--- src/phy_timer_pkg.sv ---
// constants, types and carriers for the phy ready timer and indicator block
package phy_timer_pkg;

  // ****************************************************************
  // clock and timing
  // ****************************************************************
  localparam int unsigned CLK_HZ         = 25_000_000;
  localparam int unsigned STARTUP_US     = 1000;
  localparam int unsigned STARTUP_CYCLES = CLK_HZ / 1_000_000 * STARTUP_US;
  localparam int unsigned STR_NORMAL_MS  = 40;
  localparam int unsigned STR_MEDIUM_MS  = 70;
  localparam int unsigned STR_LONG_MS    = 140;
  localparam int unsigned STR_NORMAL_CYC = CLK_HZ / 1000 * STR_NORMAL_MS;
  localparam int unsigned STR_MEDIUM_CYC = CLK_HZ / 1000 * STR_MEDIUM_MS;
  localparam int unsigned STR_LONG_CYC   = CLK_HZ / 1000 * STR_LONG_MS;
  localparam int unsigned STR_CNT_W      = 22;

  // ****************************************************************
  // register map
  // ****************************************************************
  localparam int unsigned ADDR_W       = 8;
  localparam logic [7:0]  CTRL_OFS     = 8'h00;
  localparam logic [7:0]  STATUS_OFS   = 8'h04;
  localparam logic [7:0]  LEDCFG_OFS   = 8'h08;
  localparam logic [7:0]  DIR_OFS      = 8'h0c;
  localparam logic [7:0]  PORT_OFS     = 8'h10;
  localparam int unsigned ENABLE_BIT   = 5;
  localparam int unsigned READY_BIT    = 0;
  localparam int unsigned STR_EN_BIT   = 1;
  localparam int unsigned STR_SEL_LSB  = 2;
  localparam int unsigned MODE_B_LSB   = 4;
  localparam int unsigned MODE_A_LSB   = 8;
  localparam int unsigned LEDCFG_W     = 11;
  localparam logic [10:0] LEDCFG_RST   = 11'h042;
  localparam logic [1:0]  DIR_RST      = 2'h3;
  localparam logic [1:0]  PORT_RST     = 2'h0;
  localparam logic [1:0]  RESP_OKAY    = 2'h0;
  localparam logic [1:0]  RESP_SLVERR  = 2'h2;
  localparam logic [1:0]  SEL_MEDIUM   = 2'h1;
  localparam logic [1:0]  SEL_LONG     = 2'h2;

  // ****************************************************************
  // types
  // ****************************************************************
  typedef enum logic [2:0] {
    MODE_LINK  = 3'h0,
    MODE_TX    = 3'h1,
    MODE_RX    = 3'h2,
    MODE_COL   = 3'h3,
    MODE_TXRX  = 3'h4,
    MODE_ON    = 3'h5,
    MODE_OFF   = 3'h6,
    MODE_BLINK = 3'h7
  } led_mode_t;

  typedef enum logic [2:0] {
    ST_OFF   = 3'b001,
    ST_WARM  = 3'b010,
    ST_READY = 3'b100
  } up_state_t;

  typedef struct packed {
    logic              awvalid;
    logic [ADDR_W-1:0] awaddr;
    logic              wvalid;
    logic [31:0]       wdata;
    logic [3:0]        wstrb;
    logic              bready;
    logic              arvalid;
    logic [ADDR_W-1:0] araddr;
    logic              rready;
  } axil_m2s_t;

  typedef struct packed {
    logic        awready;
    logic        wready;
    logic        bvalid;
    logic [1:0]  bresp;
    logic        arready;
    logic        rvalid;
    logic [31:0] rdata;
    logic [1:0]  rresp;
  } axil_s2m_t;

  typedef struct packed {
    logic link_up;
    logic rx_act;
    logic tx_act;
    logic collision;
  } net_events_t;

endpackage

--- src/phy_ready_timer_led_stretch.sv ---
// start-up timer, ready flag, indicator pins and axi4-lite registers
//
// The AXI4-Lite slave port and the register addresses were decided locally.
`timescale 1ns/1ps
module phy_ready_timer_led_stretch #(
  parameter int unsigned STARTUP_CYCLES = phy_timer_pkg::STARTUP_CYCLES,
  parameter int unsigned STR_NORMAL     = phy_timer_pkg::STR_NORMAL_CYC,
  parameter int unsigned STR_MEDIUM     = phy_timer_pkg::STR_MEDIUM_CYC,
  parameter int unsigned STR_LONG       = phy_timer_pkg::STR_LONG_CYC,
  parameter int unsigned CNT_W          = phy_timer_pkg::STR_CNT_W
) (
  input  wire logic                     clk_in,
  input  wire logic                     rst_b_in,
  input  wire logic                     ce_in,
  input  wire phy_timer_pkg::axil_m2s_t axil_in,
  output phy_timer_pkg::axil_s2m_t      axil_out,
  input  wire phy_timer_pkg::net_events_t events_in,
  input  wire logic                     indicator_fuse_bit_in,
  input  wire logic [1:0]               port_a_pins_in,
  output logic                          port_a_bit0_out,
  output logic                          port_a_bit0_oe_out,
  output logic                          port_a_bit1_out,
  output logic                          port_a_bit1_oe_out,
  output logic                          net_unit_enable_out,
  output logic                          phy_ready_flag_out
);

  localparam int unsigned UP_W = $clog2(STARTUP_CYCLES + 1);
  localparam logic [UP_W-1:0] UP_LAST = UP_W'(STARTUP_CYCLES - 1);

  // ****************************************************************
  // parameter checks
  // ****************************************************************
  if (STARTUP_CYCLES < 1 || STR_NORMAL < 1 || STR_MEDIUM < 1 || STR_LONG < 1) begin : g_bad_len
    $error("timing counts must be at least one cycle");
  end
  if (CNT_W > 31 || STR_LONG >= (32'h1 << CNT_W) || STR_MEDIUM >= (32'h1 << CNT_W)
      || STR_NORMAL >= (32'h1 << CNT_W)) begin : g_bad_w
    $error("stretch counter too narrow");
  end

  // ****************************************************************
  // helpers
  // ****************************************************************
  function automatic logic [31:0] merge(input logic [31:0] old_v,
                                        input logic [31:0] new_v,
                                        input logic [3:0]  strb);
    logic [31:0] r;
    r = old_v;
    for (int i = 0; i < 4; i++) begin
      if (strb[i]) begin
        r[i*8 +: 8] = new_v[i*8 +: 8];
      end
    end
    return r;
  endfunction

  function automatic logic pick_event(input logic [2:0] mode,
                                      input phy_timer_pkg::net_events_t ev);
    logic r;
    case (mode)
      phy_timer_pkg::MODE_TX:    r = ev.tx_act;
      phy_timer_pkg::MODE_RX:    r = ev.rx_act;
      phy_timer_pkg::MODE_COL:   r = ev.collision;
      phy_timer_pkg::MODE_TXRX,
      phy_timer_pkg::MODE_BLINK: r = ev.tx_act | ev.rx_act;
      default:                   r = 1'b0;
    endcase
    return r;
  endfunction

  // ****************************************************************
  // state
  // ****************************************************************
  logic                           awready_q, wready_q, bvalid_q, arready_q, rvalid_q;
  logic [1:0]                     bresp_q, rresp_q;
  logic [31:0]                    rdata_q;
  logic                           aw_got_q, w_got_q;
  logic [phy_timer_pkg::ADDR_W-1:0] aw_addr_q;
  logic [31:0]                    w_data_q;
  logic [3:0]                     w_strb_q;
  logic                           en_q;
  logic [phy_timer_pkg::LEDCFG_W-1:0] ledcfg_q;
  logic [1:0]                     dir_q, port_data_q, pin_q, oe_q;
  logic                           fuse_q;
  phy_timer_pkg::up_state_t       state_q, state_d;
  logic [UP_W-1:0]                cnt_q, cnt_d;

  // ****************************************************************
  // axi4-lite write path
  // ****************************************************************
  wire        aw_take  = axil_in.awvalid & awready_q;
  wire        w_take   = axil_in.wvalid & wready_q;
  wire        aw_have  = aw_got_q | aw_take;
  wire        w_have   = w_got_q | w_take;
  wire        wr_fire  = aw_have & w_have & ~bvalid_q;
  wire [7:0]  wr_addr  = aw_got_q ? aw_addr_q : axil_in.awaddr;
  wire [31:0] wr_data  = w_got_q ? w_data_q : axil_in.wdata;
  wire [3:0]  wr_strb  = w_got_q ? w_strb_q : axil_in.wstrb;
  wire        aw_got_d = aw_have & ~wr_fire;
  wire        w_got_d  = w_have & ~wr_fire;
  wire        bvalid_d = wr_fire | (bvalid_q & ~axil_in.bready);

  wire wr_ctrl = wr_fire & (wr_addr == phy_timer_pkg::CTRL_OFS);
  wire wr_led  = wr_fire & (wr_addr == phy_timer_pkg::LEDCFG_OFS);
  wire wr_dir  = wr_fire & (wr_addr == phy_timer_pkg::DIR_OFS);
  wire wr_port = wr_fire & (wr_addr == phy_timer_pkg::PORT_OFS);
  wire wr_ok   = wr_ctrl | wr_led | wr_dir | wr_port
               | (wr_addr == phy_timer_pkg::STATUS_OFS);

  // status is read-only; writes there are accepted and dropped
  wire [31:0] ctrl_word = 32'(en_q) << phy_timer_pkg::ENABLE_BIT;
  wire [31:0] ctrl_new  = merge(ctrl_word, wr_data, wr_strb);
  wire [31:0] led_new   = merge(32'(ledcfg_q), wr_data, wr_strb);
  wire [31:0] dir_new   = merge(32'(dir_q), wr_data, wr_strb);
  wire [31:0] port_new  = merge(32'(port_data_q), wr_data, wr_strb);
  wire        en_d      = wr_ctrl ? ctrl_new[phy_timer_pkg::ENABLE_BIT] : en_q;

  always_ff @(posedge clk_in or negedge rst_b_in) begin
    if (!rst_b_in) begin
      awready_q <= 1'b0;
      wready_q  <= 1'b0;
      bvalid_q  <= 1'b0;
      bresp_q   <= phy_timer_pkg::RESP_OKAY;
      aw_got_q  <= 1'b0;
      w_got_q   <= 1'b0;
      aw_addr_q <= '0;
      w_data_q  <= '0;
      w_strb_q  <= '0;
    end else if (ce_in) begin
      awready_q <= ~aw_got_d & ~bvalid_d;
      wready_q  <= ~w_got_d & ~bvalid_d;
      bvalid_q  <= bvalid_d;
      aw_got_q  <= aw_got_d;
      w_got_q   <= w_got_d;
      if (aw_take) aw_addr_q <= axil_in.awaddr;
      if (w_take) begin
        w_data_q <= axil_in.wdata;
        w_strb_q <= axil_in.wstrb;
      end
      if (wr_fire) bresp_q <= wr_ok ? phy_timer_pkg::RESP_OKAY : phy_timer_pkg::RESP_SLVERR;
    end
  end

  // ****************************************************************
  // axi4-lite read path
  // ****************************************************************
  wire        ar_take  = axil_in.arvalid & arready_q;
  wire        rvalid_d = ar_take | (rvalid_q & ~axil_in.rready);
  wire [7:0]  ra       = axil_in.araddr;
  wire        rd_ok    = (ra == phy_timer_pkg::CTRL_OFS) | (ra == phy_timer_pkg::STATUS_OFS)
                       | (ra == phy_timer_pkg::LEDCFG_OFS) | (ra == phy_timer_pkg::DIR_OFS)
                       | (ra == phy_timer_pkg::PORT_OFS);
  wire [31:0] rd_val   =
      (ra == phy_timer_pkg::CTRL_OFS)   ? ctrl_word :
      (ra == phy_timer_pkg::STATUS_OFS) ? 32'(state_q[2]) << phy_timer_pkg::READY_BIT :
      (ra == phy_timer_pkg::LEDCFG_OFS) ? 32'(ledcfg_q) :
      (ra == phy_timer_pkg::DIR_OFS)    ? 32'(dir_q) :
      (ra == phy_timer_pkg::PORT_OFS)   ? 32'(port_a_pins_in) : 32'h0;

  always_ff @(posedge clk_in or negedge rst_b_in) begin
    if (!rst_b_in) begin
      arready_q <= 1'b0;
      rvalid_q  <= 1'b0;
      rdata_q   <= '0;
      rresp_q   <= phy_timer_pkg::RESP_OKAY;
    end else if (ce_in) begin
      arready_q <= ~rvalid_d;
      rvalid_q  <= rvalid_d;
      if (ar_take) begin
        rdata_q <= rd_val;
        rresp_q <= rd_ok ? phy_timer_pkg::RESP_OKAY : phy_timer_pkg::RESP_SLVERR;
      end
    end
  end

  assign axil_out = '{awready: awready_q, wready: wready_q, bvalid: bvalid_q,
                      bresp: bresp_q, arready: arready_q, rvalid: rvalid_q,
                      rdata: rdata_q, rresp: rresp_q};

  // ****************************************************************
  // start-up timer
  // ****************************************************************
  // clear acts at the same edge as the enable write, so ready never outlives it
  always_comb begin
    state_d = state_q;
    cnt_d   = '0;
    case (state_q)
      phy_timer_pkg::ST_OFF: begin
        if (en_d) state_d = phy_timer_pkg::ST_WARM;
      end
      phy_timer_pkg::ST_WARM: begin
        if (!en_d) begin
          state_d = phy_timer_pkg::ST_OFF;
        end else if (cnt_q == UP_LAST) begin
          state_d = phy_timer_pkg::ST_READY;
        end else begin
          cnt_d = cnt_q + 1'b1;
        end
      end
      phy_timer_pkg::ST_READY: begin
        if (!en_d) state_d = phy_timer_pkg::ST_OFF;
      end
      default: state_d = phy_timer_pkg::ST_OFF;
    endcase
  end

  // counter from zero on each enable
  always_ff @(posedge clk_in or negedge rst_b_in) begin
    if (!rst_b_in) begin
      state_q <= phy_timer_pkg::ST_OFF;
      cnt_q   <= '0;
      en_q    <= 1'b0;
    end else if (ce_in) begin
      state_q <= state_d;
      cnt_q   <= cnt_d;
      en_q    <= en_d;
    end
  end

  assign net_unit_enable_out = en_q;
  assign phy_ready_flag_out  = state_q[2];

  // ****************************************************************
  // indicators
  // ****************************************************************
  wire [1:0]       str_sel = ledcfg_q[phy_timer_pkg::STR_SEL_LSB +: 2];
  wire             str_en  = ledcfg_q[phy_timer_pkg::STR_EN_BIT];
  wire [CNT_W-1:0] str_len = (str_sel == phy_timer_pkg::SEL_LONG)   ? CNT_W'(STR_LONG) :
                             (str_sel == phy_timer_pkg::SEL_MEDIUM) ? CNT_W'(STR_MEDIUM) :
                                                                      CNT_W'(STR_NORMAL);
  wire [2:0] mode [2];
  logic [1:0] lit, led;
  assign mode[0] = ledcfg_q[phy_timer_pkg::MODE_A_LSB +: 3];
  assign mode[1] = ledcfg_q[phy_timer_pkg::MODE_B_LSB +: 3];

  for (genvar i = 0; i < 2; i++) begin : g_led
    event_stretch #(.CNT_W(CNT_W)) u_str (
      .clk_in        (clk_in),
      .rst_b_in      (rst_b_in),
      .ce_in         (ce_in),
      .pulse_in      (pick_event(mode[i], events_in) & en_q),
      .stretch_en_in (str_en),
      .len_in        (str_len),
      .lit_out       (lit[i])
    );
    assign led[i] = ~en_q ? 1'b0 :
                    (mode[i] == phy_timer_pkg::MODE_LINK)  ? events_in.link_up :
                    (mode[i] == phy_timer_pkg::MODE_ON)    ? 1'b1 :
                    (mode[i] == phy_timer_pkg::MODE_OFF)   ? 1'b0 :
                    (mode[i] == phy_timer_pkg::MODE_BLINK) ? events_in.link_up ^ lit[i] :
                                                             lit[i];
  end

  always_ff @(posedge clk_in or negedge rst_b_in) begin
    if (!rst_b_in) begin
      ledcfg_q    <= phy_timer_pkg::LEDCFG_RST;
      dir_q       <= phy_timer_pkg::DIR_RST;
      port_data_q <= phy_timer_pkg::PORT_RST;
      fuse_q      <= 1'b0;
      pin_q       <= '0;
      oe_q        <= '0;
    end else if (ce_in) begin
      if (wr_led) ledcfg_q <= led_new[phy_timer_pkg::LEDCFG_W-1:0];
      if (wr_dir) dir_q <= dir_new[1:0];
      if (wr_port) port_data_q <= port_new[1:0];
      fuse_q <= indicator_fuse_bit_in;
      pin_q  <= fuse_q ? led : port_data_q;
      oe_q   <= ~dir_q;
    end
  end

  assign port_a_bit0_out    = pin_q[0];
  assign port_a_bit1_out    = pin_q[1];
  assign port_a_bit0_oe_out = oe_q[0];
  assign port_a_bit1_oe_out = oe_q[1];
endmodule

--- src/event_stretch.sv ---
// pulse stretcher that keeps an indicator lit for a chosen length
`timescale 1ns/1ps
module event_stretch #(
  parameter int unsigned CNT_W = 22
) (
  input  wire logic             clk_in,
  input  wire logic             rst_b_in,
  input  wire logic             ce_in,
  input  wire logic             pulse_in,
  input  wire logic             stretch_en_in,
  input  wire logic [CNT_W-1:0] len_in,
  output logic                  lit_out
);

  logic [CNT_W-1:0] cnt_q;
  logic [CNT_W-1:0] cnt_d;
  logic             lit_q;
  logic             lit_d;
  wire              load = pulse_in & stretch_en_in;
  wire              busy = (cnt_q != '0);

  assign cnt_d = load ? len_in - 1'b1 : (busy ? cnt_q - 1'b1 : '0);
  assign lit_d = stretch_en_in ? (load | busy) : pulse_in;

  always_ff @(posedge clk_in or negedge rst_b_in) begin
    if (!rst_b_in) begin
      cnt_q <= '0;
      lit_q <= 1'b0;
    end else if (ce_in) begin
      cnt_q <= cnt_d;
      lit_q <= lit_d;
    end
  end

  assign lit_out = lit_q;
endmodule

--- config.mk ---
export PLATFORM = sky130hd
export DESIGN_NAME = phy_ready_timer_led_stretch
export DESIGN_NICKNAME = d
export VERILOG_FILES = /design/src/phy_timer_pkg.sv /design/src/phy_ready_timer_led_stretch.sv /design/src/event_stretch.sv
export SDC_FILE = /design/constraint.sdc
export NUM_CORES = 1
export LEC_CHECK = 0
export ABC_CLOCK_PERIOD_IN_PS = 6800
export BUFFER_PORTS_ARGS = -buffer_cell sky130_fd_sc_hd__buf_2
export CORE_MARGIN = 10
export CORE_UTILIZATION = 55
export CTS_CLUSTER_DIAMETER = 80
export DETAILED_ROUTE_END_ITERATION = 16
export GPL_TIMING_DRIVEN = 0
export PLACE_DENSITY = 0.8
export SLEW_MARGIN = 20
export SYNTH_ARGS = -nofsm -noshare
export SYNTH_HDL_FRONTEND = slang
export SYNTH_HIERARCHICAL = 1
export SYNTH_SLANG_ARGS = --single-unit
--- constraint.sdc ---
create_clock -name clk_in -period 6.8 [get_ports clk_in]
set_clock_uncertainty 0.2 [all_clocks]
set_input_delay 0.34 -clock clk_in [delete_from_list [all_inputs] [get_ports clk_in]]
set_output_delay 0.34 -clock clk_in [all_outputs]
set_load 0.1 [all_outputs]
==> results.txt <==
- Result of the run: finished, final reports clean
- Startpoint of the most critical register-to-register path: ledcfg_q[6]
- Global-route total usage across every layer: 0.213
- CTS built an H-tree with a depth of 4.
- TritonCTS Buffers: 17
- Post-synthesis async set-or-reset flop share: 1.00
- Number of warnings reported in the yosys synthesis log: 6
- Buffers added on ports: 65
* Detailed placement HPWL: between 10000 and 15000 um
* Congestion Overflow GR: 0
* Share of post-route cells with drive strength above 1: 0.232
- Setup violations remaining at the end of the flow were counted as 0.
* GR Util met3: 0.0457
- Worst reg2reg setup slack: 3510 ps
* Insertion delay of the later-clocked pin in the worst-skew pair: 420 ps
- Cells after Synth: 842
* Clock tree from TritonCTS: yes
- Along the worst path, the maximum fanout reaches 9.
- Setup total negative slack on the finished layout was measured at 0 ps.
- After the last flow step, the layout net total stands at 1091.
- Final number of max-transition violations: 0
* Global routing usage on met1: 0.262
- In this run the worst hold path is classified as in -> reg.
- Leading cell types in the layout, fill and taps excluded: sky130_fd_sc_hd__dfrtp_1, sky130_fd_sc_hd__conb_1, sky130_fd_sc_hd__buf_2
- Layer with the highest usage after global routing: met2
* Antenna violations before repair: 1
- FILL cells: roughly 1200
* # hold bufs at CTS: 22
* Number of global-route vias before repair: slightly above 7000
- Total setup buffers inserted after CTS: 0
- Maximum number of pins on one net before global-route repair: 90
- Data arrival time of the critical path: 3390 ps
- In this run the worst setup path begins at ledcfg_q[6].
* Number of synthesized flops with an enable pin: 0
- Setup repair after global routing missed its margin: no
- Post-cts sizing count: 0
- In the routed design, unresolved DRC markers number 0.
* Launching element type of the critical path: flop
- Unique cell type count in the Yosys netlist: 87
- The worst register-to-register path ends at g_led[1].u_str/cnt_q[3].
- Clock-pin slew was measured on the worst setup and hold paths at 60 ps.
- In this run the remaining antenna-violating nets after routing total 0.
* Clock root buffer master: sky130_fd_sc_hd__clkbuf_16
- Worst supply voltage drop on vdd: around 240 uV
- Die extent in y: around 140 um
- The number of hold violations in the final report is 0.
- Most used flip-flop cell after synthesis: sky130_fd_sc_hd__dfrtp_1
- Counting every sink on the clock net gives about 130.
- Leaving out fill and tap cells, the most frequent cell in the layout is sky130_fd_sc_hd__dfrtp_1.
- In this run the worst setup path terminates at g_led[1].u_str/cnt_q[3].
- The first global-routing pass estimated around 35000 um of wire.
- Counting cells, the worst reg-to-reg path comes to 10.
* Post-route worst setup slack: ~3500 ps
* Worst Path Required: 6900 ps
* Site row count: 44
- Actual slew at the worst max-slew pin: approximately 870 ps
- Timing would allow up to approximately 0.3 GHz.
- The share of the Yosys chip area taken by registers is 0.393.
- After synthesis the netlist holds a flip-flop and latch count of around 130.
- In this run the static leakage power is between 4 and 5 nW.
- Pre-antenna DRT Iters: 5
* Iter 0 DRT Violations: 634
- Portion of the clock cycle consumed by the worst path in the final layout: 0.484
- For this design the ratio of total power to cell area is between 300 and 400 nW/um^2.
- For this configuration, the core starts out at a cell density of 0.558.
- Cell area after technology mapping: slightly above 8000 um^2
- Via total after detailed routing: 7207
- Area of the die: 19900 um^2
* Final Critical Period: about 3300 ps
* Die width: 141 um
* CTS max path bufs: 2
* Drt via density: 5.94
* Max_slew headroom: 0.419
- P&R area growth vs syn: 20.8%
- Across the whole layout, storage elements account for 3160 um^2.
- Total of max-cap violations: 0
- Area of the multi-input gates: between 4000 and 5000 um^2
- The worst setup path is of the reg -> reg kind.
- Final weighted congestion in routability-driven placement: between 0.8 and 0.9
- Wires add up to between 20000 and 25000 um.
- Crit. End Element: flop
- For this run, global-route usage on met2 was measured as 0.357.
- OpenSTA, run right after detailed placement, puts the worst setup slack at ~3600 ps.
- Core ar.: approximately 14000 um^2
- Averaged over all synthesized cells, the footprint is about 9.6 um^2.
* Count of boundary I/O pins: about 110
- In the final routed layout, each cell accounts on average for around 18 um.
==> worst max-delay path: stages (launching register included) <==
cell and delay (ps):
sky130_fd_sc_hd__dfstp_2 520, sky130_fd_sc_hd__clkbuf_1 280, sky130_fd_sc_hd__nor3_1 100, sky130_fd_sc_hd__o21ai_0 160
sky130_fd_sc_hd__o21ai_0 100, sky130_fd_sc_hd__a211oi_1 490, sky130_fd_sc_hd__and2_1 210, sky130_fd_sc_hd__clkbuf_1 380
sky130_fd_sc_hd__a21oi_1 270, sky130_fd_sc_hd__a21o_1 240, sky130_fd_sc_hd__a22o_1 220
==> stage by stage <==
stage / hold WS [ps] / cells / utilization / total power [mW] / cell area, um^2
floorplan: -156 / 909 / - / 1.95 / 8300
global placement: 262 / 1158 / 0.614 / 2.14 / 8850
detailed placement: 34.2 / 1159 / 0.617 / 2.17 / 8890
CTS: 26.2 / 1213 / 0.673 / 3.12 / 9710
global route: 39.6 / 1214 / 0.674 / 3.29 / 9720
finish: 50.2 / 1214 / 0.674 / 3.14 / 9720
==> how the worst min path moves through the flow <==
stage	end	start	depth (start not counted)
after floorplan	arready_q	rst_b_in	0
after global placement	oe_q[0]	oe_q[0]	2
after detailed placement	g_led[0].u_str/cnt_q[19]	rst_b_in	1
after CTS	aw_addr_q[2]	axil_in[50]	2
after global routing	aw_addr_q[2]	axil_in[50]	2
final	aw_addr_q[2]	axil_in[50]	2
==> Yosys cell counts (7+ instances only) <==
cell type	instances	share of area
sky130_fd_sc_hd__clkbuf_1	24	0.011
sky130_fd_sc_hd__nand2b_1	8	0.0062
sky130_fd_sc_hd__dfrtp_1	121	0.38
sky130_fd_sc_hd__buf_4	28	0.026
sky130_fd_sc_hd__ha_1	8	0.012
sky130_fd_sc_hd__nand3_1	23	0.014
sky130_fd_sc_hd__a22oi_1	7	0.0065
sky130_fd_sc_hd__buf_6	8	0.011
sky130_fd_sc_hd__nand2_1	45	0.021
sky130_fd_sc_hd__a22o_1	22	0.024
sky130_fd_sc_hd__nor4_1	29	0.023
sky130_fd_sc_hd__o22ai_1	10	0.0078
sky130_fd_sc_hd__o21ai_0	49	0.030
sky130_fd_sc_hd__nand4_1	14	0.011
sky130_fd_sc_hd__o31ai_1	8	0.0075
sky130_fd_sc_hd__or3_1	9	0.0070
sky130_fd_sc_hd__or4_1	10	0.0093
sky130_fd_sc_hd__or3_2	8	0.0075
sky130_fd_sc_hd__nor3_1	25	0.016
sky130_fd_sc_hd__mux2i_1	17	0.021
sky130_fd_sc_hd__inv_1	34	0.016
sky130_fd_sc_hd__a21oi_1	23	0.014
sky130_fd_sc_hd__and3_1	12	0.0093
sky130_fd_sc_hd__or2_2	8	0.0062
sky130_fd_sc_hd__o211ai_1	12	0.011
sky130_fd_sc_hd__mux2_2	39	0.055
sky130_fd_sc_hd__nor2b_1	7	0.0054
sky130_fd_sc_hd__xnor2_1	24	0.026
sky130_fd_sc_hd__a31oi_1	8	0.0062
sky130_fd_sc_hd__xor2_1	14	0.015
sky130_fd_sc_hd__nor2_2	8	0.0062
sky130_fd_sc_hd__nor2_1	55	0.026
==> cell families (layout without fill, tap and decap cells) <==
group / count (synthesis) / count (layout) / share of synthesized area
simple gates: 297 / 297 / 0.211
compound gates: 210 / 210 / 0.191
flops: 126 / 126 / 0.393
buf+inv: 104 / 224 / 0.0730
mux: 57 / 57 / 0.0776
xor+xnor: 38 / 38 / 0.0414
fa+ha+maj: 8 / 8 / 0.0124
other cells: 2 / 70 / 0.000934
==> cell type report <==
type / instances / share of cell area
Antenna cell: 1 / 0.000258
Buffer: 68 / 0.0465
Clock buffer: 20 / 0.0449
Clock inverter: 12 / 0.0166
Inverter: 36 / 0.0139
Multi-Input combinational cell: 679 / 0.469
Sequential cell: 126 / 0.325
Tap cell: 184 / 0.0237
Timing Repair Buffer: 88 / 0.0600
==> power breakdown <==
group	leakage, nW	switching (mW)	internal, mW
clock network	0.282	0.352	0.580
logic	2.45	0.667	0.414
registers	1.56	0.176	0.948
==> routing by layer <==
| layer | vias to the layer above | share of wire |
|---|---|---|
| li1 | 3405 | - |
| met1 | 3561 | 0.43 |
| met2 | 208 | 0.50 |
| met3 | 33 | 0.048 |
| met4 | 0 | 0.018 |
| met5 | - | 0 |
==> flip-flops by register name (all words and copies together) (netlist names), 2 cells and up <==
register	cells
w_data_q	11
g_led.u_str/cnt_q	44
dir_q	2
rdata_q	11
state_q	3
pin_q	2
oe_q	2
g_led.u_str/lit_out	2
ledcfg_q	11
cnt_q	15
aw_addr_q	8
w_strb_q	2
port_data_q	2
Note: power is estimated with default switching activity, not from simulation.
